===== src/logic/adc_ctrl_pkg.sv =====
package adc_ctrl_pkg;

  localparam int unsigned ADDR_W   = 12;
  localparam int unsigned NUM_CHAN = 4;

  // register indices; byte address is four times the index
  localparam logic [7:0] IDX_CHAN_GROUP_MAP   = 8'h03;
  localparam logic [7:0] IDX_DIAG_VOLTAGE_SEL = 8'h57;
  localparam logic [7:0] IDX_MOD_CLK_DELAY    = 8'h58;
  localparam logic [7:0] IDX_CHOP_RATE        = 8'h59;
  localparam logic [7:0] IDX_CHAN_STATUS      = 8'h5A;

  localparam logic [ADDR_W-1:0] ADDR_CHAN_GROUP_MAP   = {2'h0, IDX_CHAN_GROUP_MAP, 2'h0};
  localparam logic [ADDR_W-1:0] ADDR_DIAG_VOLTAGE_SEL = {2'h0, IDX_DIAG_VOLTAGE_SEL, 2'h0};
  localparam logic [ADDR_W-1:0] ADDR_MOD_CLK_DELAY    = {2'h0, IDX_MOD_CLK_DELAY, 2'h0};
  localparam logic [ADDR_W-1:0] ADDR_CHOP_RATE        = {2'h0, IDX_CHOP_RATE, 2'h0};
  localparam logic [ADDR_W-1:0] ADDR_CHAN_STATUS      = {2'h0, IDX_CHAN_STATUS, 2'h0};

  // reset values
  localparam logic [3:0] RST_CHAN_GROUP_MAP   = 4'h0;
  localparam logic [7:0] RST_DIAG_VOLTAGE_SEL = 8'h00;
  localparam logic [3:0] RST_MOD_CLK_DELAY    = 4'h2;
  localparam logic [3:0] RST_CHOP_RATE        = 4'hA;

  // field positions
  localparam int unsigned FIRST_DIAG_LSB   = 0;
  localparam int unsigned SECOND_DIAG_LSB  = 4;
  localparam int unsigned DELAY_PAIRS_LSB  = 2;
  localparam int unsigned DELAY_RSVD_LSB   = 0;
  localparam int unsigned FIRST_CHOP_LSB   = 2;
  localparam int unsigned SECOND_CHOP_LSB  = 0;

  // diagnostic selector codes
  localparam logic [2:0] DIAG_SEL_OFF  = 3'h0;
  localparam logic [2:0] DIAG_SEL_POS  = 3'h3;
  localparam logic [2:0] DIAG_SEL_NEG  = 3'h4;
  localparam logic [2:0] DIAG_SEL_ZERO = 3'h5;

  // chop rate codes
  localparam logic [1:0] CHOP_DIV8  = 2'h1;
  localparam logic [1:0] CHOP_DIV32 = 2'h2;

  localparam logic [1:0] RESP_OKAY   = 2'h0;
  localparam logic [1:0] RESP_SLVERR = 2'h2;

  typedef enum logic [1:0] {
    DIAG_NONE = 2'b00,
    DIAG_POS  = 2'b01,
    DIAG_NEG  = 2'b10,
    DIAG_ZERO = 2'b11
  } diag_kind_e;

  typedef struct packed {
    logic              awvalid;
    logic [ADDR_W-1:0] awaddr;
    logic              wvalid;
    logic [31:0]       wdata;
    logic [3:0]        wstrb;
    logic              bready;
    logic              arvalid;
    logic [ADDR_W-1:0] araddr;
    logic              rready;
  } axil_req_s;

  typedef struct packed {
    logic        awready;
    logic        wready;
    logic        bvalid;
    logic [1:0]  bresp;
    logic        arready;
    logic        rvalid;
    logic [31:0] rdata;
    logic [1:0]  rresp;
  } axil_rsp_s;

endpackage : adc_ctrl_pkg


===== src/logic/adc_diag_chop_delay_ctrl.sv =====
// Overview of operation
// [RULE1] diag select: group A bits 2:0, B 6:4
// [RULE2] codes 000 off, 011 pos, 100 neg, 101 zero
// [RULE3] route group selection per channel group map
// [RULE4] software enables receivers before selecting voltages
// [RULE5] delay field: 00 none, 01 ch0-1, 10 ch2-3, 11 all
// [RULE6] software writes 10 to reserved delay bits
// [RULE7] chop A bits 3:2, B 1:0; 01 is /8
// [RULE8] chop code 10 is /32; reset 0x0A
// [RULE9] diagnostic needs receive enable and precharge buffers
// [RULE10] undefined codes mean off; undefined bits read zero
//
// Local design decision: the AXI4-Lite slave port.
`timescale 1ns/100ps
`default_nettype none

module adc_diag_chop_delay_ctrl (
  input  wire logic                                   aclk,
  input  wire logic                                   aresetn,
  input  wire adc_ctrl_pkg::axil_req_s                axil_req,
  output var  adc_ctrl_pkg::axil_rsp_s                axil_rsp,
  output var  adc_ctrl_pkg::diag_kind_e [3:0]         chan_diag_kind,
  output var  logic [3:0]                             chan_mod_clk_delay,
  output var  logic [3:0][1:0]                        chan_chop_rate
);

  ////////////////////////////////////////////////////////////////////////////
  // registers
  logic [3:0]                      group_map_q;
  logic [3:0]                      group_map_d;
  logic [7:0]                      diag_sel_q;
  logic [7:0]                      diag_sel_d;
  logic [3:0]                      mod_delay_q;
  logic [3:0]                      mod_delay_d;
  logic [3:0]                      chop_q;
  logic [3:0]                      chop_d;

  // bus handshake state
  logic                            aw_held_q;
  logic                            w_held_q;
  logic [adc_ctrl_pkg::ADDR_W-1:0] waddr_q;
  logic [7:0]                      wbyte_q;
  logic                            wlane_q;
  logic                            awready_q;
  logic                            wready_q;
  logic                            bvalid_q;
  logic [1:0]                      bresp_q;
  logic                            arready_q;
  logic                            rvalid_q;
  logic [31:0]                     rdata_q;
  logic [1:0]                      rresp_q;

  // field views and write strobes
  logic [2:0]                      first_sel;
  logic [2:0]                      second_sel;
  logic [1:0]                      delay_pairs;
  logic [1:0]                      first_chop;
  logic [1:0]                      second_chop;
  logic                            do_write;
  logic                            wmapped;
  logic                            wstore;
  logic                            we_group_map;
  logic                            we_diag_sel;
  logic                            we_mod_delay;
  logic                            we_chop;

  assign first_sel    = diag_sel_q[adc_ctrl_pkg::FIRST_DIAG_LSB +: 3];   // [RULE1]
  assign second_sel   = diag_sel_q[adc_ctrl_pkg::SECOND_DIAG_LSB +: 3];  // [RULE1]
  assign delay_pairs  = mod_delay_q[adc_ctrl_pkg::DELAY_PAIRS_LSB +: 2]; // [RULE5]
  assign first_chop   = chop_q[adc_ctrl_pkg::FIRST_CHOP_LSB +: 2];       // [RULE7]
  assign second_chop  = chop_q[adc_ctrl_pkg::SECOND_CHOP_LSB +: 2];      // [RULE7]
  assign do_write     = aw_held_q && w_held_q && !bvalid_q;
  assign wstore       = do_write && wlane_q;
  assign we_group_map = wstore && (waddr_q == adc_ctrl_pkg::ADDR_CHAN_GROUP_MAP);
  assign we_diag_sel  = wstore && (waddr_q == adc_ctrl_pkg::ADDR_DIAG_VOLTAGE_SEL);
  assign we_mod_delay = wstore && (waddr_q == adc_ctrl_pkg::ADDR_MOD_CLK_DELAY);
  assign we_chop      = wstore && (waddr_q == adc_ctrl_pkg::ADDR_CHOP_RATE);

  always_comb begin
    unique case (waddr_q)
      adc_ctrl_pkg::ADDR_CHAN_GROUP_MAP,
      adc_ctrl_pkg::ADDR_DIAG_VOLTAGE_SEL,
      adc_ctrl_pkg::ADDR_MOD_CLK_DELAY,
      adc_ctrl_pkg::ADDR_CHOP_RATE,
      adc_ctrl_pkg::ADDR_CHAN_STATUS: wmapped = 1'b1;
      default:                        wmapped = 1'b0;
    endcase
  end

  ////////////////////////////////////////////////////////////////////////////
  // write channel
  always_ff @(posedge aclk) begin
    if (!aresetn) begin
      aw_held_q <= 1'b0;
      waddr_q   <= '0;
      awready_q <= 1'b0;
    end else if (axil_req.awvalid && awready_q) begin
      aw_held_q <= 1'b1;
      waddr_q   <= axil_req.awaddr;
      awready_q <= 1'b0;
    end else if (do_write) begin
      aw_held_q <= 1'b0;
    end else if (!aw_held_q && !bvalid_q) begin
      awready_q <= 1'b1;
    end
  end

  always_ff @(posedge aclk) begin
    if (!aresetn) begin
      w_held_q <= 1'b0;
      wbyte_q  <= '0;
      wlane_q  <= 1'b0;
      wready_q <= 1'b0;
    end else if (axil_req.wvalid && wready_q) begin
      w_held_q <= 1'b1;
      wbyte_q  <= axil_req.wdata[7:0];
      wlane_q  <= axil_req.wstrb[0];
      wready_q <= 1'b0;
    end else if (do_write) begin
      w_held_q <= 1'b0;
    end else if (!w_held_q && !bvalid_q) begin
      wready_q <= 1'b1;
    end
  end

  always_ff @(posedge aclk) begin
    if (!aresetn) begin
      bvalid_q <= 1'b0;
      bresp_q  <= adc_ctrl_pkg::RESP_OKAY;
    end else if (do_write) begin
      bvalid_q <= 1'b1;
      bresp_q  <= wmapped ? adc_ctrl_pkg::RESP_OKAY : adc_ctrl_pkg::RESP_SLVERR;
    end else if (axil_req.bready && bvalid_q) begin
      bvalid_q <= 1'b0;
    end
  end

  ////////////////////////////////////////////////////////////////////////////
  // register next values
  always_comb begin
    group_map_d = group_map_q;
    if (we_group_map) begin
      group_map_d = wbyte_q[3:0];
    end
  end

  always_comb begin
    diag_sel_d = diag_sel_q;
    if (we_diag_sel) begin
      diag_sel_d = wbyte_q & 8'h77;                                // [RULE10]
    end
  end

  always_comb begin
    mod_delay_d = mod_delay_q;
    if (we_mod_delay) begin
      mod_delay_d = wbyte_q[3:0];
    end
  end

  always_comb begin
    chop_d = chop_q;
    if (we_chop) begin
      chop_d = wbyte_q[3:0];
    end
  end

  ////////////////////////////////////////////////////////////////////////////
  // register storage
  always_ff @(posedge aclk) begin
    if (!aresetn) begin
      group_map_q <= adc_ctrl_pkg::RST_CHAN_GROUP_MAP;
    end else begin
      group_map_q <= group_map_d;
    end
  end

  always_ff @(posedge aclk) begin
    if (!aresetn) begin
      diag_sel_q <= adc_ctrl_pkg::RST_DIAG_VOLTAGE_SEL;
    end else begin
      diag_sel_q <= diag_sel_d;
    end
  end

  always_ff @(posedge aclk) begin
    if (!aresetn) begin
      mod_delay_q <= adc_ctrl_pkg::RST_MOD_CLK_DELAY;              // [RULE6]
    end else begin
      mod_delay_q <= mod_delay_d;
    end
  end

  always_ff @(posedge aclk) begin
    if (!aresetn) begin
      chop_q <= adc_ctrl_pkg::RST_CHOP_RATE;                       // [RULE8]
    end else begin
      chop_q <= chop_d;
    end
  end

  ////////////////////////////////////////////////////////////////////////////
  // read channel
  logic [7:0] status_byte;
  logic [7:0] rd_byte;
  logic       rd_mapped;

  always_comb begin
    for (int c = 0; c < 4; c++) begin
      status_byte[2*c +: 2] = chan_diag_kind[c];
    end
  end

  always_comb begin
    rd_mapped = 1'b1;
    unique case (axil_req.araddr)
      adc_ctrl_pkg::ADDR_CHAN_GROUP_MAP:   rd_byte = {4'h0, group_map_q};  // [RULE10]
      adc_ctrl_pkg::ADDR_DIAG_VOLTAGE_SEL: rd_byte = diag_sel_q;
      adc_ctrl_pkg::ADDR_MOD_CLK_DELAY:    rd_byte = {4'h0, mod_delay_q};  // [RULE10]
      adc_ctrl_pkg::ADDR_CHOP_RATE:        rd_byte = {4'h0, chop_q};       // [RULE10]
      adc_ctrl_pkg::ADDR_CHAN_STATUS:      rd_byte = status_byte;
      default: begin
        rd_byte   = 8'h00;
        rd_mapped = 1'b0;
      end
    endcase
  end

  always_ff @(posedge aclk) begin
    if (!aresetn) begin
      arready_q <= 1'b0;
      rvalid_q  <= 1'b0;
      rdata_q   <= '0;
      rresp_q   <= adc_ctrl_pkg::RESP_OKAY;
    end else if (axil_req.arvalid && arready_q) begin
      arready_q <= 1'b0;
      rvalid_q  <= 1'b1;
      rdata_q   <= {24'h000000, rd_byte};
      rresp_q   <= rd_mapped ? adc_ctrl_pkg::RESP_OKAY : adc_ctrl_pkg::RESP_SLVERR;
    end else if (rvalid_q && axil_req.rready) begin
      rvalid_q  <= 1'b0;
    end else if (!rvalid_q) begin
      arready_q <= 1'b1;
    end
  end

  ////////////////////////////////////////////////////////////////////////////
  // bus outputs, one driver for the whole struct
  assign axil_rsp = '{
    awready: awready_q,
    wready:  wready_q,
    bvalid:  bvalid_q,
    bresp:   bresp_q,
    arready: arready_q,
    rvalid:  rvalid_q,
    rdata:   rdata_q,
    rresp:   rresp_q
  };

  ////////////////////////////////////////////////////////////////////////////
  // per channel outputs
  function automatic adc_ctrl_pkg::diag_kind_e decode_diag(input logic [2:0] sel);
    unique case (sel)                                              // [RULE2]
      adc_ctrl_pkg::DIAG_SEL_POS:  decode_diag = adc_ctrl_pkg::DIAG_POS;
      adc_ctrl_pkg::DIAG_SEL_NEG:  decode_diag = adc_ctrl_pkg::DIAG_NEG;
      adc_ctrl_pkg::DIAG_SEL_ZERO: decode_diag = adc_ctrl_pkg::DIAG_ZERO;
      default:                     decode_diag = adc_ctrl_pkg::DIAG_NONE; // [RULE10]
    endcase
  endfunction : decode_diag

  for (genvar c = 0; c < 4; c++) begin : g_chan
    logic in_second_group;

    assign in_second_group = group_map_q[c];                          // [RULE3]

    always_ff @(posedge aclk) begin
      if (!aresetn) begin
        chan_diag_kind[c] <= adc_ctrl_pkg::DIAG_NONE;
      end else if (in_second_group) begin
        chan_diag_kind[c] <= decode_diag(second_sel);                 // [RULE3]
      end else begin
        chan_diag_kind[c] <= decode_diag(first_sel);                  // [RULE3]
      end
    end

    always_ff @(posedge aclk) begin
      if (!aresetn) begin
        chan_mod_clk_delay[c] <= 1'b0;
      end else begin
        chan_mod_clk_delay[c] <= delay_pairs[c/2];                    // [RULE5]
      end
    end

    always_ff @(posedge aclk) begin
      if (!aresetn) begin
        chan_chop_rate[c] <= adc_ctrl_pkg::CHOP_DIV32;                // [RULE8]
      end else if (in_second_group) begin
        chan_chop_rate[c] <= second_chop;                             // [RULE3]
      end else begin
        chan_chop_rate[c] <= first_chop;                              // [RULE3]
      end
    end
  end

endmodule : adc_diag_chop_delay_ctrl

`default_nettype wire

===== config.mk =====
export PLATFORM = sky130hd
export DESIGN_NAME = adc_diag_chop_delay_ctrl
export DESIGN_NICKNAME = d
export VERILOG_FILES = /design/src/logic/adc_ctrl_pkg.sv /design/src/logic/adc_diag_chop_delay_ctrl.sv
export SDC_FILE = /design/constraint.sdc
export NUM_CORES = 1
export LEC_CHECK = 0
export BUFFER_PORTS_ARGS = -buffer_cell sky130_fd_sc_hd__buf_2
export CORE_ASPECT_RATIO = 1.25
export CORE_UTILIZATION = 40
export CTS_CLUSTER_SIZE = 40
export DETAILED_ROUTE_END_ITERATION = 8
export PLACE_DENSITY = 0.7
export SYNTH_ARGS = -nofsm -noshare
export SYNTH_HDL_FRONTEND = slang
export SYNTH_SLANG_ARGS = --single-unit

===== constraint.sdc =====
create_clock -name aclk -period 1.45 [get_ports aclk]
set_input_delay 0.2175 -clock aclk [delete_from_list [all_inputs] [get_ports aclk]]
set_output_delay 0.2175 -clock aclk [all_outputs]
set_load 0.005 [all_outputs]

# After elaboration in Yosys (flattened, before gate mapping)
# Cells that the tools add are included.
# classes
add_sub_neg	0
multipliers	0
div_mod_pow	0
order_cmp	0
n_eq_ne	16
shifts	0
muxes	22
bitwise_logic	4
n_reduce_logical	29
# ops
op	n
$eq 12x9->1 const B	8
$pmux 8 s5	1
$eq 12x4->1 const B	2
$mux 2	10
$logic_and 1x1->1	14
$eq 3x3->1 const B	4
$pmux 2 s3	2
$reduce_or 5->1	2
$mux 1	9
$reduce_bool 2->1	4
$eq 3x2->1 const B	2
$reduce_and 2->1	3
$reduce_or 2->1	3
$not 1->1	4
$logic_not 1->1	3
# totals
ff_bits	75
latch_bits	0
ramBits	0
mem_bits_ro	0
inputBits	67
output_inout_bits	61
elab_cells	98
memories	0

# Depth between registers and ports, before layout
# Gate-level depths: netlist (run 1).
# depth
ltp_word	4
depth_mapped	6
depth_no_buf	4

# Least setup slack after synthesis (run 1)
# No wires, ideal clock.
# synth_timing
path_kind	input -> register
from	in axil_req[12] (netlist bit)
to	reg rdata_q[4]
setup_ps	70
t_arrival_ps	1377
required_ps	1380
slack_ps	3
cell_stages	4
path_buffers	0
cell_sequence	or4_4 nor4_4 a32oi_1 o21ai_1
# synth_between
elab_chain_len	2
elab_cells_between_ends	6
cone_classes	eq/ne (5); mux (1)
# synth_lines
item	line	text
start: declaration	adc_diag_chop_delay_ctrl.sv:20	input wire adc_ctrl_pkg::axil_req_s axil_req,
$eq 12x9->1 / $eq 12x4->1 (equally long branches)	adc_diag_chop_delay_ctrl.sv:216	unique case (axil_req.araddr)
$pmux 8 s5 (*)	adc_diag_chop_delay_ctrl.sv:216	
end signal: assignment	adc_diag_chop_delay_ctrl.sv:238	rdata_q <= {24'h000000, rd_byte};
end: declaration	adc_diag_chop_delay_ctrl.sv:50	logic [31:0] rdata_q;
# Mark *: on every way between the ends. The rest lies on a longest branch, timed or not.
# A chain may end at the register's enable or synchronous reset.

# Worst setup path in the final report (run 1)
# layout_timing
from	reg waddr_q[10] (netlist bit)
to	reg diag_sel_q[6]
# layout_between
elab_chain_len	2
# layout_lines
item	line	text
start: declaration	adc_diag_chop_delay_ctrl.sv:41	logic [adc_ctrl_pkg::ADDR_W-1:0] waddr_q;
start signal: assignment	adc_diag_chop_delay_ctrl.sv:99	waddr_q <= axil_req.awaddr;
$eq 12x9->1	adc_diag_chop_delay_ctrl.sv:75	assign we_diag_sel = wstore && (waddr_q == adc_ctrl_pkg::ADDR_DIAG_VOLTAGE_SEL);
$logic_and 1x1->1	adc_diag_chop_delay_ctrl.sv:75	
end signal: assignment	adc_diag_chop_delay_ctrl.sv:180	diag_sel_q <= adc_ctrl_pkg::RST_DIAG_VOLTAGE_SEL;
end signal: assignment	adc_diag_chop_delay_ctrl.sv:182	diag_sel_q <= diag_sel_d;
end: declaration	adc_diag_chop_delay_ctrl.sv:31	logic [7:0] diag_sel_q;
# Every way passes these cells.

==> reports/metrics.yaml, run 1 <==
run_status:
  status: "complete, but fails checks"
  violations: "design-rule violations, negative setup slack"
synthesis:
  yosys-top-cells-count: "dfxtp_1, nand2_1, buf_4"
  synth_top_family_by_area: "simple AND/OR/NAND/NOR gates"
  synth-simple-area-share: 0.215
  synth-compound-area-share: 0.143
  ys_dominant_reg_cell: "dfxtp_1"
  syn_area_um2: 3350
  yosysMostFrequentCell: "dfxtp_1"
  muxShareOfSynthArea: 0.0896
  synth_top_cell_by_area: "dfxtp_1"
  synthAdderAreaFrac: 0
  yosys_warnings: 0
  synthArstFlopShare: 0
  yosysUniqueCellTypes: 46
  synth_enable_flop_cells: 0
  yosysSeqAreaShare: 0.436
  avgSynthCellArea_um2: 8.94
  syn_inst: 375
  ys_top_cells_by_area: "dfxtp_1, mux2i_1, nand2_1, buf_4, a21boi_0"
  synth_top_area_share: 0.436
  synthXorXnorAreaFrac: 0.00523
  synth-seq-cells: 73
sta:
  slew_viol_final: 0
  layout_setup_ws_ns: -0.0210
  fin_tns_setup_ns: -0.0395
  finalHoldViolations: 0
  fmax_mhz: 680
  rsz0062_at_grt: "yes"
  min_period_over_period: 1.01
  setup_violations: 5
  finalClockSkew_ns: 0.0136
  fin_crit_ns: 1.47
place:
  io_buffers: 73
  gp_congestion: 0.817
  hpwlAfterDp_mm: 5.03
die:
  dieHeight_um: 104
  rows: 36
  ioPinCount: 128
  start_util: 0.420
  core-area_um2: 7970
  dieArea_um2: 8750
  die_width_um: 83.9
critical_path:
  crit_chain: "nor4_2, buf_4, and4_4, and3_4, mux2i_1"
  crit_type: "register to register"
  r2r-end: "diag_sel_q[6]"
  end_kind: "register"
  rr_worst_depth: 5
  crit_arrival_ns: 1.76
  crit_path_top_delay_cell: "dfxtp_2"
  reg2reg_setup_slack_ns: -0.02
  crit_required_ns: 1.73
  path_buf_inv: 1
  worst-path-max-fanout: 6
  timing.critical_path.max_delay_family: "simple AND/OR/NAND/NOR gates"
  reg2reg_from: "waddr_q[10]"
  start_kind: "register"
  cpPeakStageDelay_ns: 0.33
detailed_routing:
  totalWireLength_mm: 6.81
  viasPerCell: 4.88
  drt_iter0_markers: 114
  wl_per_cell_um: 12.5
  first_pass_iters: 6
  num_vias: 2666
  antenna_left: 0
  drc: 20
grt:
  grt_pass1_wl_mm: 11.3
  grt_antenna_before_repair: 0
  gr-total-overflow: 0
  grt_max_degree: 27
  grt_usage: 0.159
  grt_pass1_vias: 2543
run:
  max_cap_viol_count: 0
finish:
  finish.utilization: 0.489
  regArea_um2: 1460
  layout.nets: 513
  area_growth_pct: 16.4
  n_fill_cell: 781
  drive_gt1_frac: 0.257
  n_antenna_cell: 0
  multiInputGateArea_um2: 1630
cts:
  clockBufferDepth: 2
  cts_root_buf: "clkbuf_8"
  clock-sinks: 73
  h-tree-depth: 3
  cts_buffers: 9
  path_clk_slew_ns: 0.09
  cts_tree: "done"
  insertion_delay_ns: 0.35
power_and_ir_drop:
  ir_drop_v: 0.000722
  p_leak_nw: 1.69
  p_per_area_nw_per_um2: 989
min_path:
  hold_class: "input port to register"
  min_to: "waddr_q[10]"
  worstHoldStart: "axil_req[62]"
  hold_path_depth: 3
[cell type report]
class,count,share of cell area
clock inverters,7,0.0141
inverters,4,0.00385
clock buffers,9,0.0318
multi-input cells,269,0.418
flip-flops and latches,73,0.375
repair buffers,89,0.127
well taps,95,0.0305
[worst max-delay path by stage]
stage,start,to,slack [ns],cells after the start
after floorplan,axil_req[12],rdata_q[4],0.003,4
after global placement,axil_req[12],rdata_q[6],-0.23,6
after detailed placement,axil_req[12],rdata_q[4],-0.23,6
after CTS,waddr_q[10],diag_sel_q[6],-0.07,6
after global routing,waddr_q[10],diag_sel_q[4],-0.09,5
final,waddr_q[10],diag_sel_q[6],-0.02,5
[sequential cells by signal, summed over array words and instances, names as in the netlist, 2 cells and up]
signal	flops
group_map_q	4
mod_delay_q	4
chan_diag_kind	8
chop_q	4
chan_chop_rate	8
chan_mod_clk_delay	2
wbyte_q	7
rdata_q	8
diag_sel_q	6
waddr_q	12
[kinds of logic (layout without fill, tap and decap cells)]
kind of cell	after synthesis	after routing
AND/OR/NAND/NOR	142	142
flip-flops	73	73
AO/OA/AOI/OAI	69	69
buffers and inverters	58	109
multiplexers	30	30
XOR/XNOR	2	2
other	1	26
[worst reg2reg max path, stage by stage (launching register included)]
cell and delay, ns:
dfxtp_2 0.33, nor4_2 0.25, buf_4 0.15, and4_4 0.23
and3_4 0.25, mux2i_1 0.20
[placed cells by master (no fill, tap or decap), types with 2 or more instances in the layout]
cell,Yosys,final
xor2_1,2,2
o21ai_1,3,3
clkinvlp_4,0,2
nand3_1,20,20
nor2b_1,13,13
clkbuf_8,1,9
a21boi_0,22,22
nor3_1,3,3
a32oi_1,6,6
inv_1,4,4
nor2_1,7,7
o2bb2ai_1,4,4
buf_2,1,73
a21oi_1,8,8
o2111ai_1,2,2
o21ai_0,14,14
buf_4,33,13
nand2b_1,3,3
inv_6,0,2
nor4_2,1,2
and2_1,11,11
nand2_1,68,68
buf_6,2,3
conb_1,1,26
clkinv_4,0,2
mux2i_1,30,30
dfxtp_1,73,72
nand4b_1,2,2
o21a_1,3,3
[metal layers]
metal | wire, µm | share of wire | vias up | global-route usage
met3 | 394 | 0.058 | 16 | 0.0524
li1 | - | - | 1378 | -
met1 | 3090 | 0.45 | 1189 | 0.190
met2 | 3170 | 0.47 | 83 | 0.261
met5 | 0 | 0 | - | 0
met4 | 157 | 0.023 | 0 | 0.0690
[power breakdown]
| group | switching, mW | leakage [nW] | internal [mW] |
|---|---|---|---|
| clock network | 0.811 | 0.0862 | 0.634 |
| logic | 0.177 | 1.01 | 0.144 |
| registers | 0.0341 | 0.592 | 2.06 |
[metrics by stage]
step / std cells / setup slack (ns) / hold WS, ns / total power [mW] / instance area, µm²
floorplan: 400 / 0.00335 / 0.362 / 2.39 / 3440
global placement: 530 / -0.228 / 0.442 / 2.44 / 3700
detailed placement: 530 / -0.233 / 0.449 / 2.45 / 3700
CTS: 546 / -0.0735 / 0.0789 / 3.90 / 3900
global route: 546 / -0.0870 / 0.0836 / 4.02 / 3900
finish: 546 / -0.0210 / 0.0996 / 3.86 / 3900
[timing repair]
| action | in CTS | in global routing |
|---|---|---|
| pin swaps | 2 | 0 |
| setup buffers | 0 | 1 |
| cloned | 0 | 0 |
| endpoints found under the setup margin | 18 | 18 |
| hold buffers | 0 | 0 |
| endpoints found under the hold margin | 0 | 0 |
| resized for setup | 6 | 2 |
No activity file was read; power rests on OpenSTA's default activity.
==> run 2, diff against run 1 <==
--- a/config.mk
+++ b/config.mk
@@ -6,7 +6,7 @@
 export NUM_CORES = 1
 export LEC_CHECK = 0
 export BUFFER_PORTS_ARGS = -buffer_cell sky130_fd_sc_hd__buf_2
-export CORE_ASPECT_RATIO = 1.25
+export CORE_ASPECT_RATIO = 1.4
 export CORE_UTILIZATION = 40
 export CTS_CLUSTER_SIZE = 40
 export DETAILED_ROUTE_END_ITERATION = 8
==> run 2 against run 1 <==
The run still ends with design-rule violations, negative setup slack left. Flip-flop and latch count did not move. Hold slack improved by 0.018 ns. Clock power rose by 67%. Clock skew fell by 0.0080 ns. Largest cell class unchanged. Critical path depth did not move. Critical endpoint unchanged. Global-route usage rose by 0.93 points. Power rose by 25%. Highest routed layer unchanged. Final area rose by 4.1%. Fmax rose by 0.33%. Non-clock buffer count fell by 1.
==> reports/metrics.yaml, run 2 (synthesis results as in run 1) <==
run_status:
  status: "complete, but fails checks"
  violations: "design-rule violations, negative setup slack"
critical_path:
  start_kind: "register"
  path_buf_inv: 1  # unchanged
  worst-path-max-fanout: 6  # unchanged
  crit_type: "register to register"
  crit_required_ns: 1.71  # -0.02 ns
  cpPeakStageDelay_ns: 0.32  # about the same
  reg2reg_setup_slack_ns: -0.02  # about the same
  path_depth: 5  # unchanged
  crit_path_top_delay_cell: "dfxtp_2"
  rr_worst_depth: 5  # unchanged
  end_kind: "register"
  crit_chain: "nor4_2, buf_4, and4_4, and3_4, mux2i_1"
  crit_arrival_ns: 1.73  # -0.03 ns
  timing.critical_path.max_delay_family: "simple AND/OR/NAND/NOR gates"
place:
  hpwlAfterDp_mm: 5.13  # +1.9%
  dpl_worst_slack_ns: -0.293  # -0.0596 ns
  gp_congestion: 0.830  # +1.6%
  placed_area_um2: 3700  # +0.24%
  io_buffers: 73  # unchanged
detailed_routing:
  wl_per_cell_um: 12.4  # -0.55%
  first_pass_iters: 6  # unchanged
  antenna_left: 0  # unchanged
  drc: 2  # -90%
  drt_iter0_markers: 134  # +18%
  num_vias: 2696  # +1.1%
  totalWireLength_mm: 6.85  # +0.54%
  viasPerCell: 4.88  # about the same
sta:
  layout_setup_ws_ns: -0.0162  # +0.00478 ns
  min_period_over_period: 1.01  # -0.00330
  slew_viol_final: 0  # unchanged
  finalHoldViolations: 0  # unchanged
  fin_tns_setup_ns: -0.0496  # -0.0101 ns
  finalClockSkew_ns: 0.00562  # -0.00798 ns
  fmax_mhz: 682  # +0.33%
  setup_violations: 6  # +1
  rsz0062_at_grt: "yes"
  fin_crit_ns: 1.47  # -0.00478 ns
finish:
  layout.nets: 512  # -0.19%
  final_cell_mix: "buf_2, dfxtp_1, nand2_1, mux2i_1, conb_1"
  layout_commonest_cell: "buf_2"
  regMostFlops: "waddr_q"
  final_area_um2: 4060  # +4.1%
  n_antenna_cell: 0  # unchanged
  drive_gt1_frac: 0.260  # +0.00279
  largest_reg_flops: 12  # unchanged
  finish.utilization: 0.499  # +0.00921
  area_growth_pct: 21.2
  n_fill_cell: 790  # +1.2%
grt:
  grt_max_degree: 33  # +22%
  grt_pass1_vias: 2504  # -1.5%
  grt_usage: 0.169  # +0.00933
  grt_antenna_before_repair: 0  # unchanged
  gr-total-overflow: 0  # unchanged
  grt_pass1_wl_mm: 11.2  # -0.18%
run:
  max_cap_viol_count: 0  # unchanged
power_and_ir_drop:
  p_per_area_nw_per_um2: 1190  # +20%
  total_power_mw: 4.83  # +25%
  ir_drop_v: 0.000666  # -7.7%
  p_leak_nw: 1.76  # +4.3%
die:
  ioPinCount: 128  # unchanged
  rows: 39  # +8.3%
  start_util: 0.411  # -0.00910
  die_width_um: 79.4  # -5.4%
  dieHeight_um: 110  # +5.7%
  dieArea_um2: 8750  # about the same
  core-area_um2: 8150  # +2.2%
cts:
  cts_setup_buffers: 0  # unchanged
  clockBufferDepth: 2  # unchanged
  cts_root_buf: "clkbuf_16"
  cts_buffers: 9  # unchanged
  cts_tree: "done"
  clock-sinks: 73  # unchanged
  h-tree-depth: 3  # unchanged
  path_clk_slew_ns: 0.06  # -0.03 ns
  insertion_delay_ns: 0.33  # -0.02 ns
  cts_hold_buf: 0  # unchanged
min_path:
  hold_path_depth: 3  # unchanged
  hold_class: "input port to register"
==> run 2: changes by cell type in the layout (fill, tap and decap cells not counted), moves of 2 or more <==
cell / previous run / this run
clkinv_4: 2 / 0
clkinvlp_4: 2 / 0
clkbuf_8: 9 / 2
bufinv_16: 0 / 2
clkbuf_16: 0 / 9
==> run 2: worst paths after layout <==
check / endpoint / start
setup / recovery: diag_sel_q[6] / waddr_q[11]
hold / removal: waddr_q[10] / axil_req[62]
setup reg to reg: diag_sel_q[6] / waddr_q[11]
hold reg to reg: arready_q / rvalid_q
==> run 2: metrics by stage <==
stage          hold WS (ns)  std cells
5_1_grt               0.129        552
2_1_floorplan         0.362        400
4_1_cts               0.116        553
3_3_place_gp          0.433        537
6_report              0.118        552
3_5_place_dp          0.445        537
==> run 2: area by class of cell <==
cell class,count,area [µm²],area share
Multi-Input combinational cell,269,1640,0.404
Sequential cell,73,1460,0.360
Timing Repair Buffer,88,485,0.119
Clock buffer,12,256,0.0631
Tap cell,102,128,0.0314
Clock inverter,4,73.8,0.0182
Inverter,4,15.0,0.00370
==> run 2: where the power goes <==
part,total [mW],switching [mW],internal [mW]
clock,2.42,0.815,1.60
sequential,2.09,0.0340,2.06
combinational,0.318,0.179,0.140
==> run 2: metal layers <==
metal  part of all wire  global-route usage  up-vias
met5                  0                   0        -
met4              0.025              0.0831        0
met3              0.047              0.0477       12
met2               0.50               0.299       85
met1               0.43               0.184     1224
li1                   -                   -     1375
==> run 2: worst reg2reg max path, stage by stage (launching register included) <==
cell and delay (ns):
dfxtp_2 0.32, nor4_2 0.26, buf_4 0.15, and4_4 0.22, and3_4 0.25, mux2i_1 0.19
==> run 2: repair_timing <==
item,4_1_cts,5_1_grt
cloned,0,0
endpoints found under the setup margin,18,17
gates resized for setup,7,3
pin swaps,2,1
